--- src/hdl/rxdma_cfg.svh ---
// Offsets, field positions, reset values and constants of the receive DMA run control
`ifndef RXDMA_CFG_SVH
`define RXDMA_CFG_SVH

// Register byte offsets on the AHB-Lite port
`define OFS_OPMODE 8'h00
`define OFS_STATUS 8'h04
`define OFS_RX_BASE 8'h08
`define OFS_RX_POLL 8'h0c
`define OFS_RX_CUR 8'h10

// Operation mode fields
`define BIT_RX_RUN 1
`define BIT_SECOND_FRAME 2
`define THR_LO 3
`define THR_HI 4
`define BIT_STORE_FWD 25

// Status fields
`define BIT_RBU 7
`define STATE_LO 17
`define STATE_HI 19

// Receive threshold per code, in bytes
`define THR_CODE00 16'h0040
`define THR_CODE01 16'h0020
`define THR_CODE10 16'h0060
`define THR_CODE11 16'h0080

// Descriptor stride and reset values
`define RXD_STRIDE 32'h0000_0010
`define RST_WORD 32'h0000_0000
`define RST_THR 2'h0

// Bus encodings
`define HTRANS_NONSEQ_BIT 1
`define HSIZE_WORD 3'h2
`define HRESP_OKAY 1'h0

`endif

--- src/hdl/rxdma_pkg.sv ---
// Types shared by the receive DMA run control modules
package rxdma_pkg;

  // Receive process states, Gray coded along stop-fetch-wait-transfer-close
  typedef enum logic [2:0] {
    RX_STOPPED = 3'h0,
    RX_FETCH = 3'h1,
    RX_WAIT = 3'h3,
    RX_XFER = 3'h2,
    RX_CLOSE = 3'h6,
    RX_SUSPEND = 3'h7
  } rx_state_t;

  // One register write from the bus slave
  typedef struct packed {
    logic en;
    logic [7:0] addr;
    logic [31:0] data;
  } reg_wr_t;

  // Threshold configuration handed to the FIFO gate
  typedef struct packed {
    logic [1:0] code;
    logic store_fwd;
  } rx_thr_cfg_t;

endpackage

--- src/hdl/ahb_lite_slave.sv ---
// AHB-Lite slave front end: zero wait state, word accesses, registered read data
`timescale 1ns/10ps
`default_nettype none
`include "rxdma_cfg.svh"

module ahb_lite_slave
  import rxdma_pkg::*;
#(
  parameter int AW = 8
)
(
  input wire logic clk,
  input wire logic rst,
  input wire logic hsel,
  input wire logic [31:0] haddr,
  input wire logic [1:0] htrans,
  input wire logic hwrite,
  input wire logic [2:0] hsize,
  input wire logic [31:0] hwdata,
  input wire logic hready,
  output logic hreadyout,
  output logic [31:0] hrdata,
  output logic hresp,
  output logic [AW-1:0] rd_addr,
  input wire logic [31:0] rd_data,
  output reg_wr_t reg_wr
);

  logic accept;
  logic ph_wr;
  logic [AW-1:0] ph_addr;

  // Only whole-word transfers are taken; others complete with no effect
  assign accept = hsel & hready & htrans[`HTRANS_NONSEQ_BIT] & (hsize == `HSIZE_WORD);
  assign rd_addr = haddr[AW-1:0];

  // Write address phase is held until the data phase brings hwdata
  always_ff @(posedge clk)
  begin
    if (rst)
    begin
      ph_wr <= 1'b0;
      ph_addr <= '0;
    end
    else
    begin
      ph_wr <= accept & hwrite;
      ph_addr <= haddr[AW-1:0];
    end
  end

  // Read data sampled at the end of the address phase, so no wait state
  always_ff @(posedge clk)
  begin
    if (rst)
      hrdata <= `RST_WORD;
    else if (accept & ~hwrite)
      hrdata <= rd_data;
    else
      hrdata <= `RST_WORD;
  end

  // Never stretches, never errors
  always_ff @(posedge clk)
  begin
    hreadyout <= 1'b1;
    hresp <= `HRESP_OKAY;
  end

  assign reg_wr.en = ph_wr;
  assign reg_wr.addr = 8'(ph_addr); // Sized on purpose to the register offset width
  assign reg_wr.data = hwdata;

endmodule // ahb_lite_slave

`default_nettype wire

--- src/hdl/rx_threshold_gate.sv ---
// Receive FIFO threshold gate: decides when the FIFO may ask for a DMA transfer
`timescale 1ns/10ps
`default_nettype none
`include "rxdma_cfg.svh"

module rx_threshold_gate
  import rxdma_pkg::*;
#(
  parameter int BW = 16
)
(
  input wire logic clk,
  input wire logic rst,
  input wire rx_thr_cfg_t cfg,
  input wire logic [BW-1:0] bytes_held,
  input wire logic frame_full,
  output logic xfer_req
);

  // Code to byte count
  function automatic logic [15:0] thr_bytes(input logic [1:0] code);
    case (code)
      2'h0: thr_bytes = `THR_CODE00;
      2'h1: thr_bytes = `THR_CODE01;
      2'h2: thr_bytes = `THR_CODE10;
      default: thr_bytes = `THR_CODE11;
    endcase
  endfunction

  logic over_thr;

  // Strictly above the threshold; store-and-forward waits for whole frames
  assign over_thr = ({{(32 - BW){1'b0}}, bytes_held} > {16'h0000, thr_bytes(cfg.code)});

  // Registered so the request reaches the DMA one cycle after the fill level
  always_ff @(posedge clk)
  begin
    if (rst)
      xfer_req <= 1'b0;
    else
      xfer_req <= frame_full | (~cfg.store_fwd & over_thr);
  end

endmodule // rx_threshold_gate

`default_nettype wire

--- src/hdl/rx_dma_run_control.sv ---
// Receive DMA run control: start/stop/suspend of reception, list position, registers
`timescale 1ns/10ps
`default_nettype none
`include "rxdma_cfg.svh"

module rx_dma_run_control
  import rxdma_pkg::*;
#(
  parameter int BW = 16
)
(
  input wire logic MCLK,
  input wire logic SRST,
  input wire logic HSEL,
  input wire logic [31:0] HADDR,
  input wire logic [1:0] HTRANS,
  input wire logic HWRITE,
  input wire logic [2:0] HSIZE,
  input wire logic [31:0] HWDATA,
  input wire logic HREADY,
  output logic HREADYOUT,
  output logic [31:0] HRDATA,
  output logic HRESP,
  output logic DESC_RD_REQ,
  output logic DESC_WB_REQ,
  output logic [31:0] DESC_ADDR,
  input wire logic DESC_RD_ACK,
  input wire logic DESC_OWN,
  input wire logic DESC_RING_END,
  input wire logic DESC_WB_ACK,
  input wire logic [BW-1:0] FIFO_BYTES,
  input wire logic FIFO_FRAME_FULL,
  output logic FRAME_XFER_REQ,
  output logic FRAME_XFER_EN,
  input wire logic FRAME_DONE,
  input wire logic TX_STATUS_PENDING,
  output logic TX_NEXT_FRAME_OK,
  output logic [2:0] RX_STATE
);

  reg_wr_t reg_wr;
  logic [7:0] rd_addr;
  logic [31:0] rd_data;
  rx_thr_cfg_t thr_cfg;

  logic rx_run;
  logic second_frame_overlap;
  logic [1:0] thr_code;
  logic rx_store_forward;
  logic [31:0] list_base;
  logic [31:0] cur_ptr;
  logic [31:0] next_cur_ptr;
  logic ring_end;
  logic rbu;
  rx_state_t state;
  rx_state_t next_state;
  logic xfer_req;

  // True when this cycle's bus write hits the given offset
  function automatic logic hit(input reg_wr_t w, input logic [7:0] ofs);
    hit = w.en & (w.addr == ofs);
  endfunction

  // Bus front end
  ahb_lite_slave #(
    .AW(8)
  ) u_slave (
    .clk(MCLK),
    .rst(SRST),
    .hsel(HSEL),
    .haddr(HADDR),
    .htrans(HTRANS),
    .hwrite(HWRITE),
    .hsize(HSIZE),
    .hwdata(HWDATA),
    .hready(HREADY),
    .hreadyout(HREADYOUT),
    .hrdata(HRDATA),
    .hresp(HRESP),
    .rd_addr(rd_addr),
    .rd_data(rd_data),
    .reg_wr(reg_wr)
  );

  assign thr_cfg.code = thr_code;
  assign thr_cfg.store_fwd = rx_store_forward;

  // FIFO side transfer request
  rx_threshold_gate #(
    .BW(BW)
  ) u_thr (
    .clk(MCLK),
    .rst(SRST),
    .cfg(thr_cfg),
    .bytes_held(FIFO_BYTES),
    .frame_full(FIFO_FRAME_FULL),
    .xfer_req(xfer_req)
  );

  assign FRAME_XFER_REQ = xfer_req;

  // Operation mode register
  always_ff @(posedge MCLK)
  begin
    if (SRST)
    begin
      rx_run <= 1'b0;
      second_frame_overlap <= 1'b0;
      thr_code <= `RST_THR;
      rx_store_forward <= 1'b0;
    end
    else if (hit(reg_wr, `OFS_OPMODE))
    begin
      rx_run <= reg_wr.data[`BIT_RX_RUN];
      second_frame_overlap <= reg_wr.data[`BIT_SECOND_FRAME];
      thr_code <= reg_wr.data[`THR_HI:`THR_LO];
      rx_store_forward <= reg_wr.data[`BIT_STORE_FWD];
    end
  end

  // List base; software owns its validity before the first start
  always_ff @(posedge MCLK)
  begin
    if (SRST)
      list_base <= `RST_WORD;
    else if (hit(reg_wr, `OFS_RX_BASE))
      list_base <= reg_wr.data;
  end

  // Receive process sequencing
  always_comb
  begin
    next_state = state;
    case (state)
      RX_STOPPED:
        if (rx_run)
          next_state = RX_FETCH;
      RX_FETCH:
        if (DESC_RD_ACK)
          next_state = DESC_OWN ? RX_WAIT : RX_SUSPEND;
      RX_WAIT:
        if (!rx_run)
          next_state = RX_STOPPED;
        else if (xfer_req)
          next_state = RX_XFER;
      RX_XFER:
        if (FRAME_DONE)
          next_state = RX_CLOSE;
      RX_CLOSE:
        if (DESC_WB_ACK)
          next_state = rx_run ? RX_FETCH : RX_STOPPED;
      RX_SUSPEND:
        if (!rx_run)
          next_state = RX_STOPPED;
        else if (hit(reg_wr, `OFS_RX_POLL))
          next_state = RX_FETCH;
      default:
        next_state = RX_STOPPED;
    endcase
  end

  always_ff @(posedge MCLK)
  begin
    if (SRST)
      state <= RX_STOPPED;
    else
      state <= next_state;
  end

  // Ring end flag of the descriptor now held
  always_ff @(posedge MCLK)
  begin
    if (SRST)
      ring_end <= 1'b0;
    else if (state == RX_FETCH && DESC_RD_ACK)
      ring_end <= DESC_RING_END;
  end

  // Current list position; advanced only once a descriptor is closed
  always_comb
  begin
    next_cur_ptr = cur_ptr;
    if (state == RX_STOPPED && hit(reg_wr, `OFS_RX_BASE))
      next_cur_ptr = reg_wr.data;
    else if (state == RX_CLOSE && DESC_WB_ACK)
      next_cur_ptr = ring_end ? list_base : cur_ptr + `RXD_STRIDE;
  end

  // Kept across stop and suspend so a restart resumes in place
  always_ff @(posedge MCLK)
  begin
    if (SRST)
      cur_ptr <= `RST_WORD;
    else
      cur_ptr <= next_cur_ptr;
  end

  // Buffer unavailable flag, write one to clear; a new event beats the clear
  always_ff @(posedge MCLK)
  begin
    if (SRST)
      rbu <= 1'b0;
    else if (state == RX_FETCH && DESC_RD_ACK && !DESC_OWN)
      rbu <= 1'b1;
    else if (hit(reg_wr, `OFS_STATUS) && reg_wr.data[`BIT_RBU])
      rbu <= 1'b0;
  end

  // Read mux; reads never have side effects
  always_comb
  begin
    rd_data = `RST_WORD;
    case (rd_addr)
      `OFS_OPMODE:
      begin
        rd_data[`BIT_RX_RUN] = rx_run;
        rd_data[`BIT_SECOND_FRAME] = second_frame_overlap;
        rd_data[`THR_HI:`THR_LO] = thr_code;
        rd_data[`BIT_STORE_FWD] = rx_store_forward;
      end
      `OFS_STATUS:
      begin
        rd_data[`BIT_RBU] = rbu;
        rd_data[`STATE_HI:`STATE_LO] = state;
      end
      `OFS_RX_BASE:
        rd_data = list_base;
      `OFS_RX_CUR:
        rd_data = cur_ptr;
      default:
        rd_data = `RST_WORD;
    endcase
  end

  // Memory side handshakes, registered from the next state
  always_ff @(posedge MCLK)
  begin
    if (SRST)
    begin
      DESC_RD_REQ <= 1'b0;
      DESC_WB_REQ <= 1'b0;
      DESC_ADDR <= `RST_WORD;
    end
    else
    begin
      DESC_RD_REQ <= (next_state == RX_FETCH);
      DESC_WB_REQ <= (next_state == RX_CLOSE);
      DESC_ADDR <= next_cur_ptr;
    end
  end

  // Frame mover enable and visible state
  always_ff @(posedge MCLK)
  begin
    if (SRST)
    begin
      FRAME_XFER_EN <= 1'b0;
      RX_STATE <= RX_STOPPED;
    end
    else
    begin
      FRAME_XFER_EN <= (next_state == RX_XFER);
      RX_STATE <= next_state;
    end
  end

  // Transmit side may run ahead of the previous frame's status when allowed
  always_ff @(posedge MCLK)
  begin
    if (SRST)
      TX_NEXT_FRAME_OK <= 1'b0;
    else
      TX_NEXT_FRAME_OK <= second_frame_overlap | ~TX_STATUS_PENDING;
  end

endmodule // rx_dma_run_control

`default_nettype wire

--- config.mk ---
export PLATFORM = sky130hd
export DESIGN_NAME = rx_dma_run_control
export DESIGN_NICKNAME = d
export VERILOG_FILES = /design/src/hdl/rxdma_pkg.sv /design/src/hdl/ahb_lite_slave.sv /design/src/hdl/rx_threshold_gate.sv /design/src/hdl/rx_dma_run_control.sv
export VERILOG_INCLUDE_DIRS = /design/src /design/src/hdl
export SDC_FILE = /design/constraint.sdc
export NUM_CORES = 1
export LEC_CHECK = 0
export BUFFER_PORTS_ARGS = -buffer_cell sky130_fd_sc_hd__clkbuf_2
export CAP_MARGIN = 0
export CORE_MARGIN = 3
export CORE_UTILIZATION = 37
export DETAILED_ROUTE_END_ITERATION = 12
export HOLD_SLACK_MARGIN = 0.05
export PLACE_DENSITY = 0.69
export SYNTH_ARGS = -nofsm -noshare
export SYNTH_HDL_FRONTEND = slang
export SYNTH_SLANG_ARGS = --single-unit
export TNS_END_PERCENT = 5
--- constraint.sdc ---
create_clock -name MCLK -period 2.3 [get_ports MCLK]
set_clock_uncertainty 0.05 [all_clocks]
set_input_delay 0.23 -clock MCLK [delete_from_list [all_inputs] [get_ports MCLK]]
set_output_delay 0.23 -clock MCLK [all_outputs]
set_load 0.01 [all_outputs]
==> results of run 1 <==
-- sequential cells by signal, indices dropped and copies added, names as in the netlist --
register              count
u_thr.xfer_req            1
rx_run                    1
ring_end                  1
u_slave.hrdata           32
DESC_WB_REQ               1
DESC_ADDR                32
RX_STATE                  3
u_slave.ph_wr             1
rx_store_forward          1
second_frame_overlap      1
rbu                       1
DESC_RD_REQ               1
list_base                32
TX_NEXT_FRAME_OK          1
thr_code                  2
u_slave.ph_addr           8
FRAME_XFER_EN             1
-- worst max-delay path by stage --
| stage | cells after the start | slack (ns) | from | to |
|---|---|---|---|---|
| finish | 8 | 0.07 | HADDR[0] | u_slave.hrdata[19] |
| global route | 8 | 0.004 | HADDR[0] | u_slave.hrdata[19] |
| CTS | 6 | 0.06 | u_slave.ph_addr[4] | DESC_ADDR[19] |
| detailed placement | 5 | 0.07 | DESC_ADDR[17] | DESC_ADDR[29] |
| global placement | 7 | 0.09 | u_slave.ph_addr[4] | DESC_ADDR[18] |
| floorplan | 7 | 0.0006 | DESC_ADDR[7] | DESC_ADDR[29] |
-- timing repair --
item,4_1_cts,5_1_grt
gates resized for setup,0,2
hold buffers,41,0
setup endpoints to repair,0,18
endpoints found under the hold margin,51,0
-- metrics by stage --
step | power (mW) | area [sq um] | instances
finish | 5.10 | 7810 | 1079
global route | 5.23 | 7810 | 1079
CTS | 5.14 | 7800 | 1079
detailed placement | 2.30 | 6780 | 1007
global placement | 2.30 | 6780 | 1007
floorplan | 2.21 | 5530 | 670
-- cells by family (layout without fill, tap and decap cells) --
kind of cell    count (synthesis)  after routing  share of synthesized area
simple gates                  289            289                      0.255
mux                            23             23                     0.0417
compound gates                154            154                      0.186
xor+xnor                       15             15                     0.0238
fa+ha+maj                       5              5                     0.0113
buf+inv                        62            287                     0.0447
other cells                     2              2                    0.00136
flops                         120            120                      0.435
-- cells in the final DEF, fill, tap and decap left out, drive strengths merged, types with 10 or more instances in the layout --
master	Yosys	routed
clkbuf	42	164
dfxtp	120	120
nand2	93	93
nor2	89	89
buf	8	61
a21oi	50	50
dlygate4sd3	0	41
a22oi	33	33
mux2i	23	23
nor3	18	18
nand3	15	15
a31oi	13	13
nor4	13	13
inv	11	11
o22ai	10	10
nor2b	10	10
-- area by class of cell --
type / count / area [sq um] / share of cell area
tap: 184 / 230 / 0.0295
clock inverter: 9 / 148 / 0.0189
inverter: 12 / 45.0 / 0.00577
clock buffer: 22 / 464 / 0.0594
multi-input combinational: 488 / 2890 / 0.371
sequential: 120 / 2400 / 0.308
timing repair buffer: 244 / 1630 / 0.208
-- power by group --
part / internal, mW / leakage [nW] / switching (mW)
Clock: 1.85 / 0.300 / 0.928
Combinational: 0.118 / 1.85 / 0.103
Sequential: 2.09 / 0.969 / 0.00565
Total: 4.06 / 3.12 / 1.04
-- layer usage --
layer | up-vias | routed length (microns) | track usage
li1 | 2826 | - | -
met1 | 2664 | 7590 | 0.270
met2 | 209 | 8450 | 0.354
met3 | 31 | 1120 | 0.0496
met4 | 0 | 391 | 0.0918
met5 | - | 0 | 0
-- worst max-delay path: cells and delay by family --
kind | cells | cell delay (ns)
AOI/OAI and AO/OA | 1 | 0.13
buffers and inverters | 3 | 0.89
and+or+nand+nor | 4 | 1.25
==> impl_metrics.yaml, run 1 <==
outcome:
  status: "finished, final reports clean"
run:
  maxCapViolCount: 0
sta:
  finalCritPeriodShare: 0.968
  rsz0062_at_grt: "false"
  clock.fmax_ghz: 0.449
  final.min_clock_period_ns: 2.23
  setup_viol: 0
  slew_violations: 0
  hold_slack_ns: 0.0689
  worst_pin_slew_ns: 0.797
  hold_viol: 0
  fin_ws_ns: 0.0740
  tns_ns: 0
  slew_headroom: 0.467
critical_path:
  rr_worst_depth: 5
  critPathSlowestCell: "dlygate4sd3_1"
  slowest_delay_ns: 0.55
  timing.rr.start: "DESC_ADDR[17]"
  r2r_setup_slack_ns: 0.09
  reg2reg_to: "DESC_ADDR[29]"
  crit_type: "in -> reg"
  crit_chain: "dlygate4sd3_1 > clkbuf_2 > or4_1 > nor3_1 > nor3b_2 > buf_12 > a222oi_1 > nor2_1"
  crit_required_ns: 2.58
  crit_arrival_ns: 2.51
  start_kind: "primary input"
  cp-end-kind: "register"
  crit_path_max_fanout: 27
clock_network:
  cts-root-buf: "clkbuf_16"
  path_clk_slew_ns: 0.05
  clock-sinks: 120
  clockBufferDepth: 2
  htreeDepth: 4
  cts_tree: "built"
  worstSkewPairLatency_ns: 0.43
  cts_inserted_buffers: 17
  cts_setup_buffers: 0
synthesis:
  synth_cells: 670
  synth_edf_count: 0
  ys_warn_count: 0
  ys_seq_area_frac: 0.435
  synth_commonest_cells: "dfxtp_1, nand2_1, nor2_1"
  synthArstFlopShare: 0
  ys.flop_type: "dfxtp_1"
  synth_top_cell_area_share: 0.435
  synth.area.top_cells: "dfxtp_1, nand2_1, nor2_1"
  synth_top_area_cell: "dfxtp_1"
  yosysMostFrequentCell: "dfxtp_1"
  synth.ff_latch_count: 120
  avgSynthCellArea_sq_um: 8.24
  synth_area_sq_um: 5520
  synth_cell_types: 65
  synth_nets: 772
drt:
  antenna_left: 0
  finalWirelength_microns: 17600
  viasPerCell: 5.31
  drt_iter0_markers: 423
  via_count: 5730
  firstDrtPassIters: 5
  drc: 0
  drt-wirelength-per-cell_microns: 16.3
global_routing:
  track_usage: 0.215
  grt_pass1_wl_microns: 28100
  grt_overflow: 0
  grt_pass1_vias: 5656
  grt_max_degree: 87
  antenna_found_initial: 0
placement:
  gp_congestion: 0.880
  dp_hpwl_microns: 12200
  place_ws_ns: 0.0741
  portBuffers: 143
floorplan:
  die_area_sq_um: 16400
  core.rowCount: 44
  die_h_microns: 128
  die_w_microns: 128
  initial_core_util: 0.378
  io_pins: 171
  core_sq_um: 14600
min_path:
  hold_path.class: "in -> reg"
  holdCritStartpoint: "HWDATA[25]"
  hold_path_depth: 3
  min_to: "list_base[25]"
final_layout:
  nets: 985
  final_util: 0.535
  syn2layout_area_growth_pct: 41.5
  fillerInstances: 1367
  antenna_cells: 0
  drive_above_1_share: 0.278
power:
  p_leak_nw: 3.12
  p_per_area_nw_per_um2: 653
  peakVddDrop_mv: 0.535
No activity file was read; power rests on OpenSTA's default activity.
==> run 2, diff against run 1 <==
PLACE_DENSITY = 0.73   (was 0.69)
TNS_END_PERCENT = not set   (was 5)
==> impl_metrics.yaml, run 2 (synthesis results as in run 1) <==
power:
  total_power_mw: 5.02
  p_leak_nw: 3.14
  peakVddDrop_mv: 0.542
  p_per_area_nw_per_um2: 642
sta:
  setup_viol: 0
  hold_viol: 0
  tns_ns: 0
  clock.fmax_ghz: 0.458
  finalCritPeriodShare: 0.949
  worst_pin_slew_ns: 0.739
  hold_slack_ns: 0.115
  fin_ws_ns: 0.117
  slew_violations: 0
  final.min_clock_period_ns: 2.18
  slew_headroom: 0.505
  rsz0062_at_grt: "false"
global_routing:
  grt_max_degree: 88
  grt_pass1_vias: 5594
  antenna_found_initial: 0
  grt_overflow: 0
  track_usage: 0.217
  grt_pass1_wl_microns: 28400
final_layout:
  multi_input_area_sq_um: 2890
  fin_cells: 1088
  final_util: 0.536
  design_area_sq_um: 7820
  layout_common_cells: "clkbuf_2, dfxtp_1, nand2_1"
  nets: 993
  syn2layout_area_growth_pct: 41.8
  fillerInstances: 1310
  drive_above_1_share: 0.285
  final_common_cell: "clkbuf_2"
  register_area_sq_um: 2400
  reg_top3: "DESC_ADDR x32, list_base x32, u_slave.hrdata x32"
  antenna_cells: 0
clock_network:
  worstSkewPairLatency_ns: 0.42
  cts_tree: "built"
  clock-sinks: 120
  path_clk_slew_ns: 0.06
  cts_inserted_buffers: 17
  cts-root-buf: "clkbuf_16"
  clockBufferDepth: 2
  htreeDepth: 4
drt:
  drt_iter0_markers: 516
  drt-wirelength-per-cell_microns: 16.5
  firstDrtPassIters: 5
  via_count: 5837
  drc: 0
  viasPerCell: 5.36
  antenna_left: 0
  finalWirelength_microns: 17900
critical_path:
  timing.rr.start: "DESC_ADDR[17]"
  crit_arrival_ns: 2.44
  cp-end-kind: "register"
  rr_worst_depth: 5
  start_kind: "register"
  crit_start: "DESC_ADDR[17]"
  crit_required_ns: 2.56
  crit_type: "reg -> reg"
  crit_path_max_fanout: 4
  reg2reg_to: "DESC_ADDR[29]"
  r2r_setup_slack_ns: 0.12
min_path:
  hold_path_depth: 4
  min_to: "rbu"
  hold_path.class: "in -> reg"
  holdCritStartpoint: "DESC_OWN"
floorplan:
  die_w_microns: 128
  io_pins: 171
  core.rowCount: 44
  initial_core_util: 0.378
  die_h_microns: 128
  core_sq_um: 14600
  die_area_sq_um: 16400
placement:
  dp_cells: 1012
  portBuffers: 143
  place_ws_ns: 0.0559
  dp_hpwl_microns: 12500
  gp_congestion: 0.855
  place_area_sq_um: 6780
outcome:
  status: "finished, final reports clean"
run:
  maxCapViolCount: 0
run 2: power breakdown:
part | total [mW] | internal (mW) | switching, mW
combinational | 0.228 | 0.121 | 0.108
sequential | 2.09 | 2.09 | 0.00491
clock | 2.70 | 1.73 | 0.971
total | 5.02 | 3.94 | 1.08
run 2: cell type report:
cell class	count	share of cell area
multi-input combinational	488	0.370
sequential	120	0.307
timing repair buffer	252	0.212
clock buffer	20	0.0571
tap	184	0.0294
clock inverter	12	0.0192
inverter	12	0.00576
run 2: how the worst max path moves through the flow:
stage / endpoint / slack, ns / cells after the start
floorplan: DESC_ADDR[29] / 0.0006 / 7
global placement: DESC_ADDR[11] / 0.09 / 6
detailed placement: DESC_ADDR[11] / 0.06 / 6
CTS: u_slave.hrdata[19] / 0.03 / 8
global route: DESC_ADDR[20] / 0.03 / 7
finish: DESC_ADDR[29] / 0.12 / 5
run 2: what timing repair did:
action | in CTS | in global routing
gates resized for setup | 0 | 3
hold endpoints to repair | 52 | 0
setup buffers | 0 | 2
setup endpoints to repair | 0 | 29
hold buffers | 42 | 0
run 2: worst max-delay path, cell delays in order (launching register included):
cell,delay [ns]
dfxtp_1,0.39
nand4_1,0.17
or4_1,0.58
or3b_1,0.42
a21o_1,0.19
a211o_1,0.28
run 2: layer usage:
metal | global-route usage | vias up | wire (microns)
met5 | 0 | - | 0
met2 | 0.365 | 207 | 8720
met4 | 0.0749 | 0 | 306
li1 | - | 2830 | -
met1 | 0.276 | 2776 | 7920
met3 | 0.0471 | 24 | 971
==> run 3, diff against run 2 <==
BUFFER_PORTS_ARGS = not set   (was -buffer_cell sky130_fd_sc_hd__clkbuf_2)
CELL_PAD_IN_SITES_DETAIL_PLACEMENT = 1   (was not set)
CELL_PAD_IN_SITES_GLOBAL_PLACEMENT = 1   (was not set)
DONT_BUFFER_PORTS = 1   (was not set)
PLACE_DENSITY = 0.79   (was 0.73)
==> impl_metrics.yaml, run 3 (synthesis results as in run 1) <==
clock_network:
  htreeDepth: 4
  cts_tree: "built"
  cts_setup_buffers: 0
  path_clk_slew_ns: 0.06
  clock-sinks: 120
  worstSkewPairLatency_ns: 0.43
  clockBufferDepth: 2
  cts-root-buf: "clkbuf_16"
  cts_inserted_buffers: 17
critical_path:
  crit_required_ns: 2.56
  crit_path_max_fanout: 3
  rr_worst_depth: 5
  crit_type: "reg -> reg"
  start_kind: "register"
  cp-end-kind: "register"
  crit_arrival_ns: 2.44
drt:
  top_layer: "met4"
  drc: 0
  viasPerCell: 5.87
  wl_met3_microns: 1320
  wl_met1_microns: 7990
  drt_iter0_markers: 355
  finalWirelength_microns: 20100
  antenna_left: 0
  via_count: 5504
  firstDrtPassIters: 5
  drt-wirelength-per-cell_microns: 21.5
  routed-wl-met2_microns: 10400
floorplan:
  core.rowCount: 44
  die_w_microns: 128
  core_sq_um: 14600
  die_h_microns: 128
  io_pins: 171
  initial_core_util: 0.378
  die_area_sq_um: 16400
placement:
  gp_congestion: 0.874
  portBuffers: 0
  dp_hpwl_microns: 13400
sta:
  final.min_clock_period_ns: 2.18
  rsz0062_at_grt: "false"
  tns_ns: 0
  slew_violations: 0
  setup_viol: 0
  clock.fmax_ghz: 0.459
  finalCritPeriodShare: 0.948
  hold_slack_ns: 0.0584
  slew_headroom: 0.443
  worst_pin_slew_ns: 0.832
  hold_viol: 0
global_routing:
  grt_max_degree: 86
  grt_pass1_vias: 6000
  grt_pass1_wl_microns: 32200
  track_usage: 0.250
  antenna_found_initial: 1
  grt_overflow: 0
final_layout:
  reg_top3: "DESC_ADDR x32, list_base x32, u_slave.hrdata x32"
  layout_common_cells: "dfxtp_1, nand2_1, nor2_1"
  drive_above_1_share: 0.141
  syn2layout_area_growth_pct: 28.4
  nets: 842
  final_common_cell: "dfxtp_1"
  fillerInstances: 1700
min_path:
  hold_path_depth: 4
  hold_path.class: "in -> reg"
power:
  p_per_area_nw_per_um2: 683
  peakVddDrop_mv: 0.540
  p_leak_nw: 2.47
outcome:
  status: "finished, final reports clean"
run:
  maxCapViolCount: 0
run 3: worst paths after layout:
kind                               startpoint                end  slack [ns]
worst max-delay path            DESC_ADDR[10]      DESC_ADDR[29]        0.12
worst min-delay path                 HADDR[4]  u_slave.hrdata[2]        0.06
worst max register to register  DESC_ADDR[10]      DESC_ADDR[29]        0.12
worst min register to register   list_base[9]       list_base[9]        0.41
run 3: critical path, cell delays in order (launching register included):
cell	delay [ns]
dfxtp_1	0.37
nand4_2	0.15
or4_1	0.59
or3b_1	0.42
a21o_1	0.20
a211o_1	0.29
run 3: final cells by class:
| class | count | area, sq um | area share |
|---|---|---|---|
| Antenna cell | 1 | 2.50 | 0.000353 |
| Clock buffer | 17 | 425 | 0.0600 |
| Clock inverter | 15 | 143 | 0.0201 |
| Inverter | 12 | 45.0 | 0.00635 |
| Multi-Input combinational cell | 488 | 2900 | 0.409 |
| Sequential cell | 120 | 2400 | 0.339 |
| Tap cell | 184 | 230 | 0.0325 |
| Timing Repair Buffer | 101 | 941 | 0.133 |
run 3: repair_timing:
item / CTS / global route
endpoints found under the hold margin: 93 / 0
hold buffers: 46 / 0
setup endpoints to repair: 0 / 25
resized for setup: 0 / 2
run 3: per-layer routing:
metal  vias to the layer above  GRT usage
li1                       2535          -
met1                      2773      0.283
met2                       162      0.438
met3                        34     0.0775
met4                         0      0.102
met5                         -          0
run 3: power by group:
| part | total, mW | internal, mW | switching (mW) |
|---|---|---|---|
| registers | 2.10 | 2.09 | 0.00730 |
| logic | 0.161 | 0.0806 | 0.0806 |
| clock network | 2.58 | 1.50 | 1.08 |
run 3: metrics by stage:
step | instances | setup WS (ns) | total power, mW | util | cell area, sq um
6_report | 938 | 0.120 | 4.84 | 0.486 | 7090
5_1_grt | 938 | 0.0335 | 5.00 | 0.486 | 7090
4_1_cts | 937 | 0.0407 | 4.88 | 0.485 | 7080
3_5_place_dp | 859 | 0.0438 | 2.19 | 0.414 | 6030
3_3_place_gp | 859 | 0.106 | 2.19 | 0.414 | 6030
2_1_floorplan | 670 | 0.000583 | 2.21 | - | 5530
